File: src/timer_regs.svh
// Register indices, reset values and timing constants of the timer.
`ifndef TIMER_REGS_SVH
`define TIMER_REGS_SVH

// Register indices; the byte address is four times the index.
`define IDX_CNT_HI   12'hf00
`define IDX_CNT_LO   12'hf01
`define IDX_RLD_HI   12'hf02
`define IDX_RLD_LO   12'hf03
`define IDX_PWM_HI   12'hf04
`define IDX_PWM_LO   12'hf05
`define IDX_CTL0     12'hf06
`define IDX_CTL1     12'hf07
`define IDX_STAT     12'hf08
`define IDX_MASK     12'hf09

// Reset values, and the count restart value after a reload.
`define RST_BYTE     8'h00
`define RST_CNT      16'h0000
`define RST_RELOAD   16'hffff
`define RST_PWM      16'h0000
`define CNT_RESTART  16'h0001

// Writable bits of control register zero; the rest read as zero.
`define CTL0_MASK    8'h61

// Status and mask bit positions.
`define ST_RELOAD    0
`define ST_INPUT     1

// Interrupt source selections.
`define SRC_BOTH     2'h0
`define SRC_INPUT    2'h1
`define SRC_RELOAD   2'h2

// System clock period.
`define CLK_PERIOD_NS 10

`endif

File: src/timer_pkg.sv
// Types shared by the timer: modes, control layouts and run states.
package timer_pkg;

	typedef enum logic [2:0] {
		MODE_COMPARE = 3'h0,
		MODE_GATED   = 3'h1,
		MODE_CAPTURE = 3'h2,
		MODE_CAPCMP  = 3'h3,
		MODE_PWM     = 3'h4
	} mode_t;

	typedef struct packed {
		logic       enable;
		logic       polarity;
		mode_t      mode;
		logic [2:0] prescale;
	} ctl_one_t;

	typedef struct packed {
		logic       rsvd_hi;
		logic [1:0] int_src;
		logic [3:0] rsvd_lo;
		logic       out_enable;
	} ctl_zero_t;

	typedef enum logic [2:0] {
		ST_IDLE = 3'b001,
		ST_ARM  = 3'b010,
		ST_RUN  = 3'b100
	} run_state_t;

endpackage

File: src/reload_timer.sv
// Reloadable 16-bit timer with prescaler, gate, capture and PWM output.
`timescale 1ns/1ps
//
// Contract
// - Compare mode counts system clock, ignores pin.
// - Counter advances once per prescaled tick.
// - Gated mode counts only while input active.
// - Gated mode interrupts on deassertion or reload.
// - At reload value: interrupt, restart 0001h.
// - Reload toggles output when output enabled, except in PWM mode.
// - Interrupt source field restricts capture/reload events.
// - First qualifying edge starts count, no interrupt.
// - Capture value reflects prescaled elapsed count.
// - Count reads never disturb timer operation.
// - High-byte read latches low byte for later.
// - Disabled timer: low read returns live count.
// - PWM match against count changes PWM output.
// - Polarity bit sets PWM output level.
// - Capture modes store count in PWM registers.

`include "timer_regs.svh"

module reload_timer
	import timer_pkg::*;
#(
	parameter int PRESC_MAX = 7
)(
	// Clock, reset and clock enable
	input  wire logic        clock_i,
	input  wire logic        resetn_i,
	input  wire logic        enable_i,
	// Avalon-MM slave
	input  wire logic [13:0] avs_address_i,
	input  wire logic        avs_read_i,
	input  wire logic        avs_write_i,
	input  wire logic [31:0] avs_writedata_i,
	input  wire logic [3:0]  avs_byteenable_i,
	output logic      [31:0] avs_readdata_o,
	output logic             avs_waitrequest_o,
	// Timer pins
	input  wire logic        timer_in_i,
	output logic             timer_out_o,
	output logic             timer_out_en_o,
	// Interrupt
	output logic             irq_o
);

	if (PRESC_MAX < 0 || PRESC_MAX > 7) begin : g_chk
		$error("PRESC_MAX must lie between 0 and 7");
	end

	////////////////////////////////////////////////////////////////////////
	// State.
	logic [15:0] cnt_ff;
	logic [15:0] reload_ff;
	logic [15:0] pwm_ff;
	logic [7:0]  hold_ff;
	ctl_zero_t   ctl0_ff;
	ctl_one_t    ctl1_ff;
	logic [1:0]  status_ff;
	logic [1:0]  mask_ff;
	logic [6:0]  presc_ff;
	run_state_t  st_ff;
	logic [2:0]  sync_ff;
	logic        in_level_ff;
	logic        active_prev_ff;
	logic        out_ff;
	logic        ack_ff;
	logic [7:0]  rdata_ff;
	logic [15:0] nxt_cnt;
	logic [15:0] nxt_pwm;
	logic        nxt_out;
	run_state_t  nxt_st;

	////////////////////////////////////////////////////////////////////////
	// Bus decode. Every access takes one wait state.
	wire        bus_req  = avs_read_i | avs_write_i;
	wire [11:0] idx      = avs_address_i[13:2];
	wire [7:0]  wbyte    = avs_writedata_i[7:0];
	wire        wr_take  = avs_write_i & ack_ff & avs_byteenable_i[0];
	wire        rd_first = avs_read_i & ~ack_ff;

	wire sel_cnt_hi = (idx == `IDX_CNT_HI);
	wire sel_cnt_lo = (idx == `IDX_CNT_LO);
	wire sel_rld_hi = (idx == `IDX_RLD_HI);
	wire sel_rld_lo = (idx == `IDX_RLD_LO);
	wire sel_pwm_hi = (idx == `IDX_PWM_HI);
	wire sel_pwm_lo = (idx == `IDX_PWM_LO);
	wire sel_ctl0   = (idx == `IDX_CTL0);
	wire sel_ctl1   = (idx == `IDX_CTL1);
	wire sel_stat   = (idx == `IDX_STAT);
	wire sel_mask   = (idx == `IDX_MASK);

	wire cnt_hi_wr = wr_take & sel_cnt_hi;
	wire cnt_lo_wr = wr_take & sel_cnt_lo;
	wire cnt_wr    = cnt_hi_wr | cnt_lo_wr;
	wire pwm_hi_wr = wr_take & sel_pwm_hi;
	wire pwm_lo_wr = wr_take & sel_pwm_lo;
	wire stat_wr   = wr_take & sel_stat;
	// A frozen clock enable keeps the master waiting, so no write is lost.
	assign avs_waitrequest_o = bus_req & ~(ack_ff & enable_i);
	assign avs_readdata_o    = {24'h000000, rdata_ff};

	////////////////////////////////////////////////////////////////////////
	// Control decode.
	wire   timer_en = ctl1_ff.enable;
	wire   pol      = ctl1_ff.polarity;
	mode_t mode;
	assign mode = ctl1_ff.mode;
	wire is_gated = (mode == MODE_GATED);
	wire is_pwm   = (mode == MODE_PWM);
	wire is_cap   = (mode == MODE_CAPTURE) | (mode == MODE_CAPCMP);
	// The pin is asserted while its level equals the polarity bit, so
	// software tells a deassertion interrupt by the same comparison.
	wire in_active  = (in_level_ff == pol);
	wire qual_edge  = in_active & ~active_prev_ff;
	wire deassert   = ~in_active & active_prev_ff;
	wire [2:0] presc_exp = (ctl1_ff.prescale > 3'(PRESC_MAX)) ?
		3'(PRESC_MAX) : ctl1_ff.prescale;
	wire [7:0] presc_span = 8'h01 << presc_exp;
	wire [6:0] presc_last = 7'(presc_span - 8'h01);

	////////////////////////////////////////////////////////////////////////
	// Counting.
	wire running   = (st_ff == ST_RUN);
	// The gate only matters in gated mode; every other mode counts the
	// system clock through the prescaler.
	wire count_en  = running & (~is_gated | in_active);
	wire tick      = (presc_ff == presc_last);
	wire step      = count_en & tick;
	wire at_reload = (cnt_ff == reload_ff);
	wire reload_ev = step & at_reload;
	wire cap_ev    = running & is_cap & qual_edge;
	wire gate_ev   = running & is_gated & deassert;
	wire input_ev  = cap_ev | gate_ev;
	wire pwm_match = step & is_pwm & ~at_reload & (cnt_ff == pwm_ff);

	// Interrupt source restriction; the fourth code behaves as both.
	wire set_rld = reload_ev & (ctl0_ff.int_src != `SRC_INPUT);
	wire set_inp = input_ev & (ctl0_ff.int_src != `SRC_RELOAD);
	wire [1:0] stat_set = {set_inp, set_rld};
	wire [1:0] stat_clr = stat_wr ? wbyte[1:0] : 2'h0;
	assign irq_o          = |(status_ff & mask_ff);
	assign timer_out_o    = out_ff;
	assign timer_out_en_o = ctl0_ff.out_enable;

	always_comb begin
		nxt_cnt = cnt_ff;
		if (cnt_hi_wr) begin
			nxt_cnt[15:8] = wbyte;
		end else if (cnt_lo_wr) begin
			nxt_cnt[7:0] = wbyte;
		end else if (reload_ev) begin
			nxt_cnt = `CNT_RESTART;
		end else if (cap_ev && mode == MODE_CAPCMP) begin
			nxt_cnt = `CNT_RESTART;
		end else if (step) begin
			nxt_cnt = cnt_ff + 16'h0001;
		end
	end
	// A capture beats a software write in the same cycle.
	always_comb begin
		nxt_pwm = pwm_ff;
		if (cap_ev) begin
			nxt_pwm = cnt_ff;
		end else if (pwm_hi_wr) begin
			nxt_pwm[15:8] = wbyte;
		end else if (pwm_lo_wr) begin
			nxt_pwm[7:0] = wbyte;
		end
	end
	always_comb begin
		nxt_out = out_ff;
		if (is_pwm && reload_ev) begin
			nxt_out = pol;
		end else if (pwm_match) begin
			nxt_out = ~pol;
		end else if (reload_ev && ctl0_ff.out_enable) begin
			nxt_out = ~out_ff;
		end
	end
	// Capture modes wait in ST_ARM for the first edge, which starts the
	// count but raises no event.
	always_comb begin
		nxt_st = st_ff;
		case (st_ff)
			ST_IDLE: begin
				if (timer_en) begin
					nxt_st = is_cap ? ST_ARM : ST_RUN;
				end
			end
			ST_ARM: begin
				if (!timer_en) begin
					nxt_st = ST_IDLE;
				end else if (qual_edge) begin
					nxt_st = ST_RUN;
				end
			end
			ST_RUN: begin
				if (!timer_en) begin
					nxt_st = ST_IDLE;
				end
			end
			default: begin
				nxt_st = ST_IDLE;
			end
		endcase
	end

	////////////////////////////////////////////////////////////////////////
	// Read data. Low-byte reads of a running timer return the byte held
	// by the last high-byte read, so both halves come from one instant.
	wire [7:0] cnt_lo_rd = timer_en ? hold_ff : cnt_ff[7:0];
	wire [7:0] rd_byte =
		({8{sel_cnt_hi}} & cnt_ff[15:8]) |
		({8{sel_cnt_lo}} & cnt_lo_rd) |
		({8{sel_rld_hi}} & reload_ff[15:8]) |
		({8{sel_rld_lo}} & reload_ff[7:0]) |
		({8{sel_pwm_hi}} & pwm_ff[15:8]) |
		({8{sel_pwm_lo}} & pwm_ff[7:0]) |
		({8{sel_ctl0}}   & 8'(ctl0_ff)) |
		({8{sel_ctl1}}   & 8'(ctl1_ff)) |
		({8{sel_stat}}   & {6'h00, status_ff}) |
		({8{sel_mask}}   & {6'h00, mask_ff});

	////////////////////////////////////////////////////////////////////////
	// Registers.
	always_ff @(posedge clock_i or negedge resetn_i) begin
		if (!resetn_i) begin
			ack_ff   <= 1'b0;
			rdata_ff <= `RST_BYTE;
			hold_ff  <= `RST_BYTE;
		end else if (enable_i) begin
			ack_ff <= bus_req & ~ack_ff;
			if (rd_first) begin
				rdata_ff <= rd_byte;
			end
			if (rd_first && sel_cnt_hi && timer_en) begin
				hold_ff <= cnt_ff[7:0];
			end
		end
	end

	always_ff @(posedge clock_i or negedge resetn_i) begin
		if (!resetn_i) begin
			reload_ff <= `RST_RELOAD;
			ctl0_ff   <= ctl_zero_t'(`RST_BYTE);
			ctl1_ff   <= ctl_one_t'(`RST_BYTE);
			mask_ff   <= 2'h0;
		end else if (enable_i && wr_take) begin
			if (sel_rld_hi) begin
				reload_ff[15:8] <= wbyte;
			end
			if (sel_rld_lo) begin
				reload_ff[7:0] <= wbyte;
			end
			if (sel_ctl0) begin
				ctl0_ff <= ctl_zero_t'(wbyte & `CTL0_MASK);
			end
			if (sel_ctl1) begin
				ctl1_ff <= ctl_one_t'(wbyte);
			end
			if (sel_mask) begin
				mask_ff <= wbyte[1:0];
			end
		end
	end

	always_ff @(posedge clock_i or negedge resetn_i) begin
		if (!resetn_i) begin
			cnt_ff    <= `RST_CNT;
			pwm_ff    <= `RST_PWM;
			out_ff    <= 1'b0;
			st_ff     <= ST_IDLE;
			status_ff <= 2'h0;
		end else if (enable_i) begin
			cnt_ff    <= nxt_cnt;
			pwm_ff    <= nxt_pwm;
			out_ff    <= nxt_out;
			st_ff     <= nxt_st;
			status_ff <= (status_ff & ~stat_clr) | stat_set;
		end
	end

	// The prescaler restarts whenever the count is stopped, so each
	// run begins with a whole prescale period.
	always_ff @(posedge clock_i or negedge resetn_i) begin
		if (!resetn_i) begin
			presc_ff <= 7'h00;
		end else if (enable_i) begin
			if (!count_en || tick) begin
				presc_ff <= 7'h00;
			end else begin
				presc_ff <= presc_ff + 7'h01;
			end
		end
	end

	// Input pin: three stages, a change counts once stages two and three
	// agree. Changing the polarity bit may look like an edge.
	always_ff @(posedge clock_i or negedge resetn_i) begin
		if (!resetn_i) begin
			sync_ff        <= 3'h0;
			in_level_ff    <= 1'b0;
			active_prev_ff <= 1'b0;
		end else if (enable_i) begin
			sync_ff <= {sync_ff[1:0], timer_in_i};
			if (sync_ff[1] == sync_ff[2]) begin
				in_level_ff <= sync_ff[2];
			end
			active_prev_ff <= in_active;
		end
	end
endmodule

File: config.mk
export PLATFORM = sky130hd
export DESIGN_NAME = reload_timer
export DESIGN_NICKNAME = d
export VERILOG_FILES = /design/src/timer_pkg.sv /design/src/reload_timer.sv
export VERILOG_INCLUDE_DIRS = /design/src
export SDC_FILE = /design/constraint.sdc
export NUM_CORES = 1
export LEC_CHECK = 0
export BUFFER_PORTS_ARGS = -buffer_cell sky130_fd_sc_hd__buf_4
export CAP_MARGIN = 20
export CELL_PAD_IN_SITES_DETAIL_PLACEMENT = 0
export CELL_PAD_IN_SITES_GLOBAL_PLACEMENT = 2
export CORE_MARGIN = 4
export CORE_UTILIZATION = 39
export CTS_BUF_LIST = sky130_fd_sc_hd__clkbuf_4 sky130_fd_sc_hd__clkbuf_8 sky130_fd_sc_hd__clkbuf_16
export CTS_CLUSTER_SIZE = 24
export DETAILED_ROUTE_END_ITERATION = 8
export GPL_TIMING_DRIVEN = 0
export PLACE_DENSITY = 0.85
export SLEW_MARGIN = 15
export SYNTH_ARGS = -nofsm -noshare
export SYNTH_HDL_FRONTEND = slang
export SYNTH_SLANG_ARGS = --single-unit
File: constraint.sdc
create_clock -name clock_i -period 4.4 [get_ports clock_i]
set_input_delay 0.44 -clock clock_i [delete_from_list [all_inputs] [get_ports clock_i]]
set_output_delay 0.44 -clock clock_i [all_outputs]
set_load 0.05 [all_outputs]
; Word-level counts from Yosys, hierarchy flattened
; Cells that the tools add are included.
[op_classes]
addsub = 3
magnitude_cmp = 1
n_eq_ne = 29
n_shift = 1
n_mux = 23
bitwise = 61
n_reduce_logical = 28
[op_table]
columns = op, count
row1 = equality test 12 bit (second input constant), 10
row2 = bitwise OR 8 bit, 9
row3 = two-way mux 16 bit, 4
row4 = AND 8 bit, 7
row5 = two-way mux 8 bit, 7
row6 = equality test 16 bit, 2
row7 = AND 1 bit, 25
row8 = AND reduction 2 bit, 10
row9 = two-way mux 3 bit, 6
row10 = adder 16 x 1 -> 16 bit (second input constant), 1
row11 = AND 8 x 2 -> 8 bit, 2
row12 = equality test 3 x 2 -> 1 bit (second input constant), 3
row13 = inverter 1 bit, 9
row14 = case mux 3 bit (3 select lines), 1
row15 = AND reduction 3 bit, 3
row16 = AND 8 x 7 -> 8 bit, 1
row17 = != test 2 bit (second input constant), 4
row18 = nonzero test 4 bit, 2
row19 = adder 7 x 1 -> 7 bit (second input constant), 1
row20 = equality test 7 bit, 1
row21 = two-way mux 7 bit, 1
row22 = << shifter 1 x 3 -> 7 bit (first input constant), 1
row23 = subtractor 7 x 1 -> 7 bit (second input constant), 1
row24 = equality test 3 x 1 -> 1 bit (second input constant), 2
row25 = 18 further kinds, 33
[totals]
reg_bits = 96
in_bits = 56
out_inout_bits = 36
word_cells = 169

; Logic depth before layout (Yosys ltp)
[logic_depth]
word_depth = 11
depth_mapped = 12
ltp_nobuf = 10

; Worst setup path after synthesis
; No wires, ideal clock.
[synth_path]
path_type = register to register
from = register ctl1_ff[0] in the netlist's numbering
to = register cnt_ff[10]
setup_time_ps = 135
arrival_time_ps = 2645
t_required_ps = 4265
setup_slack_ps = 1619
path_stages_with_launch = 12
n_path_buf = 2
period_less_slack_ps = 2781
cell_sequence = dfrtp_1 -> buf_2 -> or3_1 -> ha_1 -> xnor2_1 -> o21ai_1 -> a211o_1 -> a2111oi_4 -> nor2_2 -> buf_6 -> a22oi_2 -> o22ai_1
[synth_between]
elab_chain_cells = 10
elab_cells_between_ends = 12
classes_between = add/sub (1) / order compare (1) / eq/ne (1) / shift (1) / mux (4) / bitwise (2) / reduce/logical (2)
[synth_rtl]
columns = item, line_no
row1 = from (decl), reload_timer.sv:59  ; ctl_one_t ctl1_ff;
row2 = from (signal assigned), reload_timer.sv:248  ; ctl1_ff <= ctl_one_t'(`RST_BYTE);
row3 = from (signal assigned), reload_timer.sv:261  ; ctl1_ff <= ctl_one_t'(wbyte);
row4 = > comparator 3 bit, reload_timer.sv:118  ; wire [2:0] presc_exp = (ctl1_ff.prescale > 3'(PRESC_MAX)) ?
row5 = two-way mux 3 bit (*), reload_timer.sv:118
row6 = << shifter 1 x 3 -> 7 bit (*), reload_timer.sv:120  ; wire [7:0] presc_span = 8'h01 << presc_exp;
row7 = subtractor 7 x 1 -> 7 bit (*), reload_timer.sv:121  ; wire [6:0] presc_last = 7'(presc_span - 8'h01);
row8 = equality test 7 bit (*), reload_timer.sv:129  ; wire tick = (presc_ff == presc_last);
row9 = AND 1 bit (*), reload_timer.sv:130  ; wire step = count_en & tick;
row10 = AND 1 bit, reload_timer.sv:132  ; wire reload_ev = step & at_reload;
row11 = two-way mux 16 bit, reload_timer.sv:153  ; end else if (reload_ev) begin
row12 = two-way mux 8 bit, reload_timer.sv:151  ; end else if (cnt_lo_wr) begin
row13 = two-way mux 8 bit, reload_timer.sv:149  ; if (cnt_hi_wr) begin
row14 = to (signal assigned), reload_timer.sv:271  ; cnt_ff <= `RST_CNT;
row15 = to (signal assigned), reload_timer.sv:277  ; cnt_ff <= nxt_cnt;
row16 = to (decl), reload_timer.sv:54  ; logic [15:0] cnt_ff;
; Every way passes the cells marked *; elsewhere a longest branch is shown, timed or not. The select of a mux whose other input is x is not followed.
; A chain may end at the register's enable or synchronous reset.

; Final worst setup path
[layout_path]
from = register ctl1_ff[0] in the netlist's numbering
to = register cnt_ff[9]
; Same word-level chain as after synthesis.

==> impl_metrics.tcl <==
set metrics [dict create \
    status "finished, final reports clean" \
    core_um2 15300 \
    track_usage_pct 22.0 \
    cts_setup_buffers 0 \
    diodes 0 \
    dp_hpwl_um 13800 \
    p_comb_share_pct 12.7 \
    powerDensity_nw_per_um2 289 \
    max_freq_ghz 0.309 \
    total_power_mw 2.03 \
    timing.rr.end "cnt_ff[9]" \
    reg2regPathDepth 11 \
    drive_above_1_share_pct 25.4 \
    wl_per_cell_um 20.5 \
    rsz0062_at_grt "no" \
    setup_viol 0 \
    ys_types 74 \
    place_inst 918 \
    cts.clk_slew.worst_paths_ns 0.07 \
    rrSetupSlack_ns 1.17 \
    slew_violations 0 \
    cts_tree "done" \
    clock_latency_ns 0.36 \
    worstReg2RegStart "ctl1_ff[0]" \
    grt_pass1_vias 5216 \
    internal_power_mw 1.47 \
    layout_common_cells "dfrtp_1, buf_4, nand2_1" \
    fp.dieH_um 133 \
    power_frac_seq_pct 45.9 \
    synth_edf_count 0 \
    routed-via-count 5259 \
    worst_pin_slew_ns 1.15 \
    switching_share_pct 27.8 \
    final_core_util_pct 46.1 \
    hold_viol 0 \
    synthArstFlopShare_pct 100 \
    grt_antenna_before_repair 0 \
    path_max_fanout 10 \
    cts.htree.levels 3 \
    grt_pass1_wl_um 30200 \
    syn2layout_area_growth_pct 15.6 \
    worstPathArrival_ns 3.46 \
    gr-total-overflow 0 \
    yosys_register_bits 96 \
    ir_worst_vdd_mv 0.160 \
    fin_area_um2 7030 \
    gp_congestion 0.905 \
    start_kind "flip-flop" \
    endpoint_kind "flip-flop" \
    io_pins 92 \
    synth_top_area_share_pct 32.5 \
    final_cells 934 \
    nFillCells 1480 \
    fp.dieW_um 133 \
    crit_required_ns 4.62 \
    hp-class "input pin to async pin" \
    layout_commonest_cell "dfrtp_1" \
    p_clk_share_pct 41.4 \
    port_buffers 37 \
    synth.area.top_cells "dfrtp_1, dfstp_2, mux2_2" \
    fin_tns_setup_ns 0 \
    clock_tree.buffer_depth 2 \
    seq_area_frac_synth_pct 39.9 \
    post-route-period-util_pct 73.5 \
    drt-total-wl_um 19200 \
    nets 777 \
    cts_buffers 9 \
    drtIter0Drc 509 \
    clock-sinks 96 \
    cts_hold_buf 0 \
    synth_top_area_cell "dfrtp_1" \
    slew_headroom_pct 22.6 \
    grt_max_degree 97 \
    fin_worst_skew_ns 0.00840 \
    ctsRootBufferMaster "clkbuf_16" \
    maxCapViolations 0 \
    synth_warnings 0 \
    dieArea_um2 17700 \
    row_count 45 \
    initial_utilization_pct 39.9 \
    finalCriticalPeriod_ns 3.23 \
    synth.avg_cell_area_um2 9.40 \
    syn_area_um2 6080 \
    path_class "flip-flop to flip-flop" \
    p_switching_uw 565 \
    placed_area_um2 6710 \
    routed_via_density 5.63 \
    antenna_left 0 \
    drtPass1Iterations 6 \
    p_leak_nw 3.06 \
    syn_inst 647 \
    drc 0 \
    synthFlopType "dfrtp_1" \
    cts_resized 0 \
]
-- synth_stat cells, types with 8 or more instances --
cell,instances
nand4_1,10
nand2_1,61
mux2_2,39
a21oi_1,37
dfrtp_1,79
buf_2,12
xor2_1,33
dfstp_2,17
a22oi_1,13
o21ai_0,47
inv_1,16
xnor2_1,10
nand3_1,8
mux2i_1,10
nor2_1,38
nor2b_1,11
clkbuf_1,18
nor4_1,11
nor3_1,15
o21ai_1,10
buf_4,26
-- worst max-delay path, cell delays in order, from the launching register on --
cell and delay [ns]:
dfrtp_1 0.35, buf_2 0.18, or3_1 0.39, ha_1 0.28, xnor2_1 0.21, o21ai_1 0.09, a211o_1 0.30, a2111oi_4 0.68
nor2_2 0.17, buf_6 0.20, a21oi_1 0.14, o22ai_1 0.10
-- sequential cells by signal, summed over array words and instances, names as in the netlist --
| signal | flops |
|---|---|
| status_ff | 2 |
| pwm_ff | 16 |
| hold_ff | 8 |
| active_prev_ff | 1 |
| rdata_ff | 8 |
| timer_out_o | 1 |
| st_ff | 3 |
| reload_ff | 16 |
| pol | 1 |
| ctl0_ff | 2 |
| ctl1_ff | 3 |
| in_level_ff | 1 |
| presc_ff | 7 |
| ack_ff | 1 |
| cnt_ff | 16 |
| mask_ff | 2 |
| mode | 3 |
| sync_ff | 3 |
| timer_en | 1 |
| timer_out_en_o | 1 |
-- metrics by stage --
step / hold WS [ns] / setup WS (ns)
2_1_floorplan: 0.144 / 1.62
3_3_place_gp: 0.466 / 1.25
3_5_place_dp: 0.472 / 1.19
4_1_cts: 0.224 / 1.18
5_1_grt: 0.233 / 0.927
6_report: 0.143 / 1.17
-- worst max path at each step --
stage	from	to	slack, ns	cells past startpoint
floorplan	ctl1_ff[0]	cnt_ff[10]	1.62	11
global placement	ctl1_ff[0]	cnt_ff[8]	1.25	11
detailed placement	ctl1_ff[0]	cnt_ff[9]	1.19	11
CTS	ctl1_ff[0]	cnt_ff[9]	1.18	11
global route	ctl1_ff[0]	cnt_ff[8]	0.93	11
finish	ctl1_ff[0]	cnt_ff[9]	1.17	11
-- area by class of cell --
cell class | count | area (µm²) | area share (%)
multi-input combinational | 492 | 3280 | 46.6
clock buffer | 12 | 260 | 3.70
tap | 211 | 264 | 3.76
buffer | 64 | 399 | 5.68
inverter | 18 | 67.6 | 0.962
timing repair buffer | 37 | 282 | 4.01
sequential | 96 | 2420 | 34.5
clock inverter | 4 | 53.8 | 0.766
-- logic make-up after synthesis --
kind of cell / synth area share, %
xor gates and xnor gates: 6.19
AOI/OAI and AO/OA: 19.3
adders and majority gates: 0.617
muxes: 9.24
buffers and inverters: 7.67
and+or+nand+nor: 17.0
DFF: 39.9
other: 0.0617
-- metal layers --
metal | global-route usage, % | vias to the layer above | share of wire (%)
li1 | - | 2438 | -
met3 | 5.02 | 38 | 7.4
met1 | 31.1 | 2594 | 45
met4 | 8.03 | 0 | 2.8
met2 | 33.0 | 189 | 44
met5 | 0 | - | 0
-- power groups by stage --
stage / logic, mW / registers [mW] / clock network [mW]
after global placement: 0.253 / 0.947 / 0
after global routing: 0.281 / 0.937 / 0.894
after CTS: 0.258 / 0.932 / 0.857
final: 0.259 / 0.932 / 0.841
after floorplan: 0.153 / 0.958 / 0
after detailed placement: 0.257 / 0.948 / 0
Power figures use the tool's default switching activity.
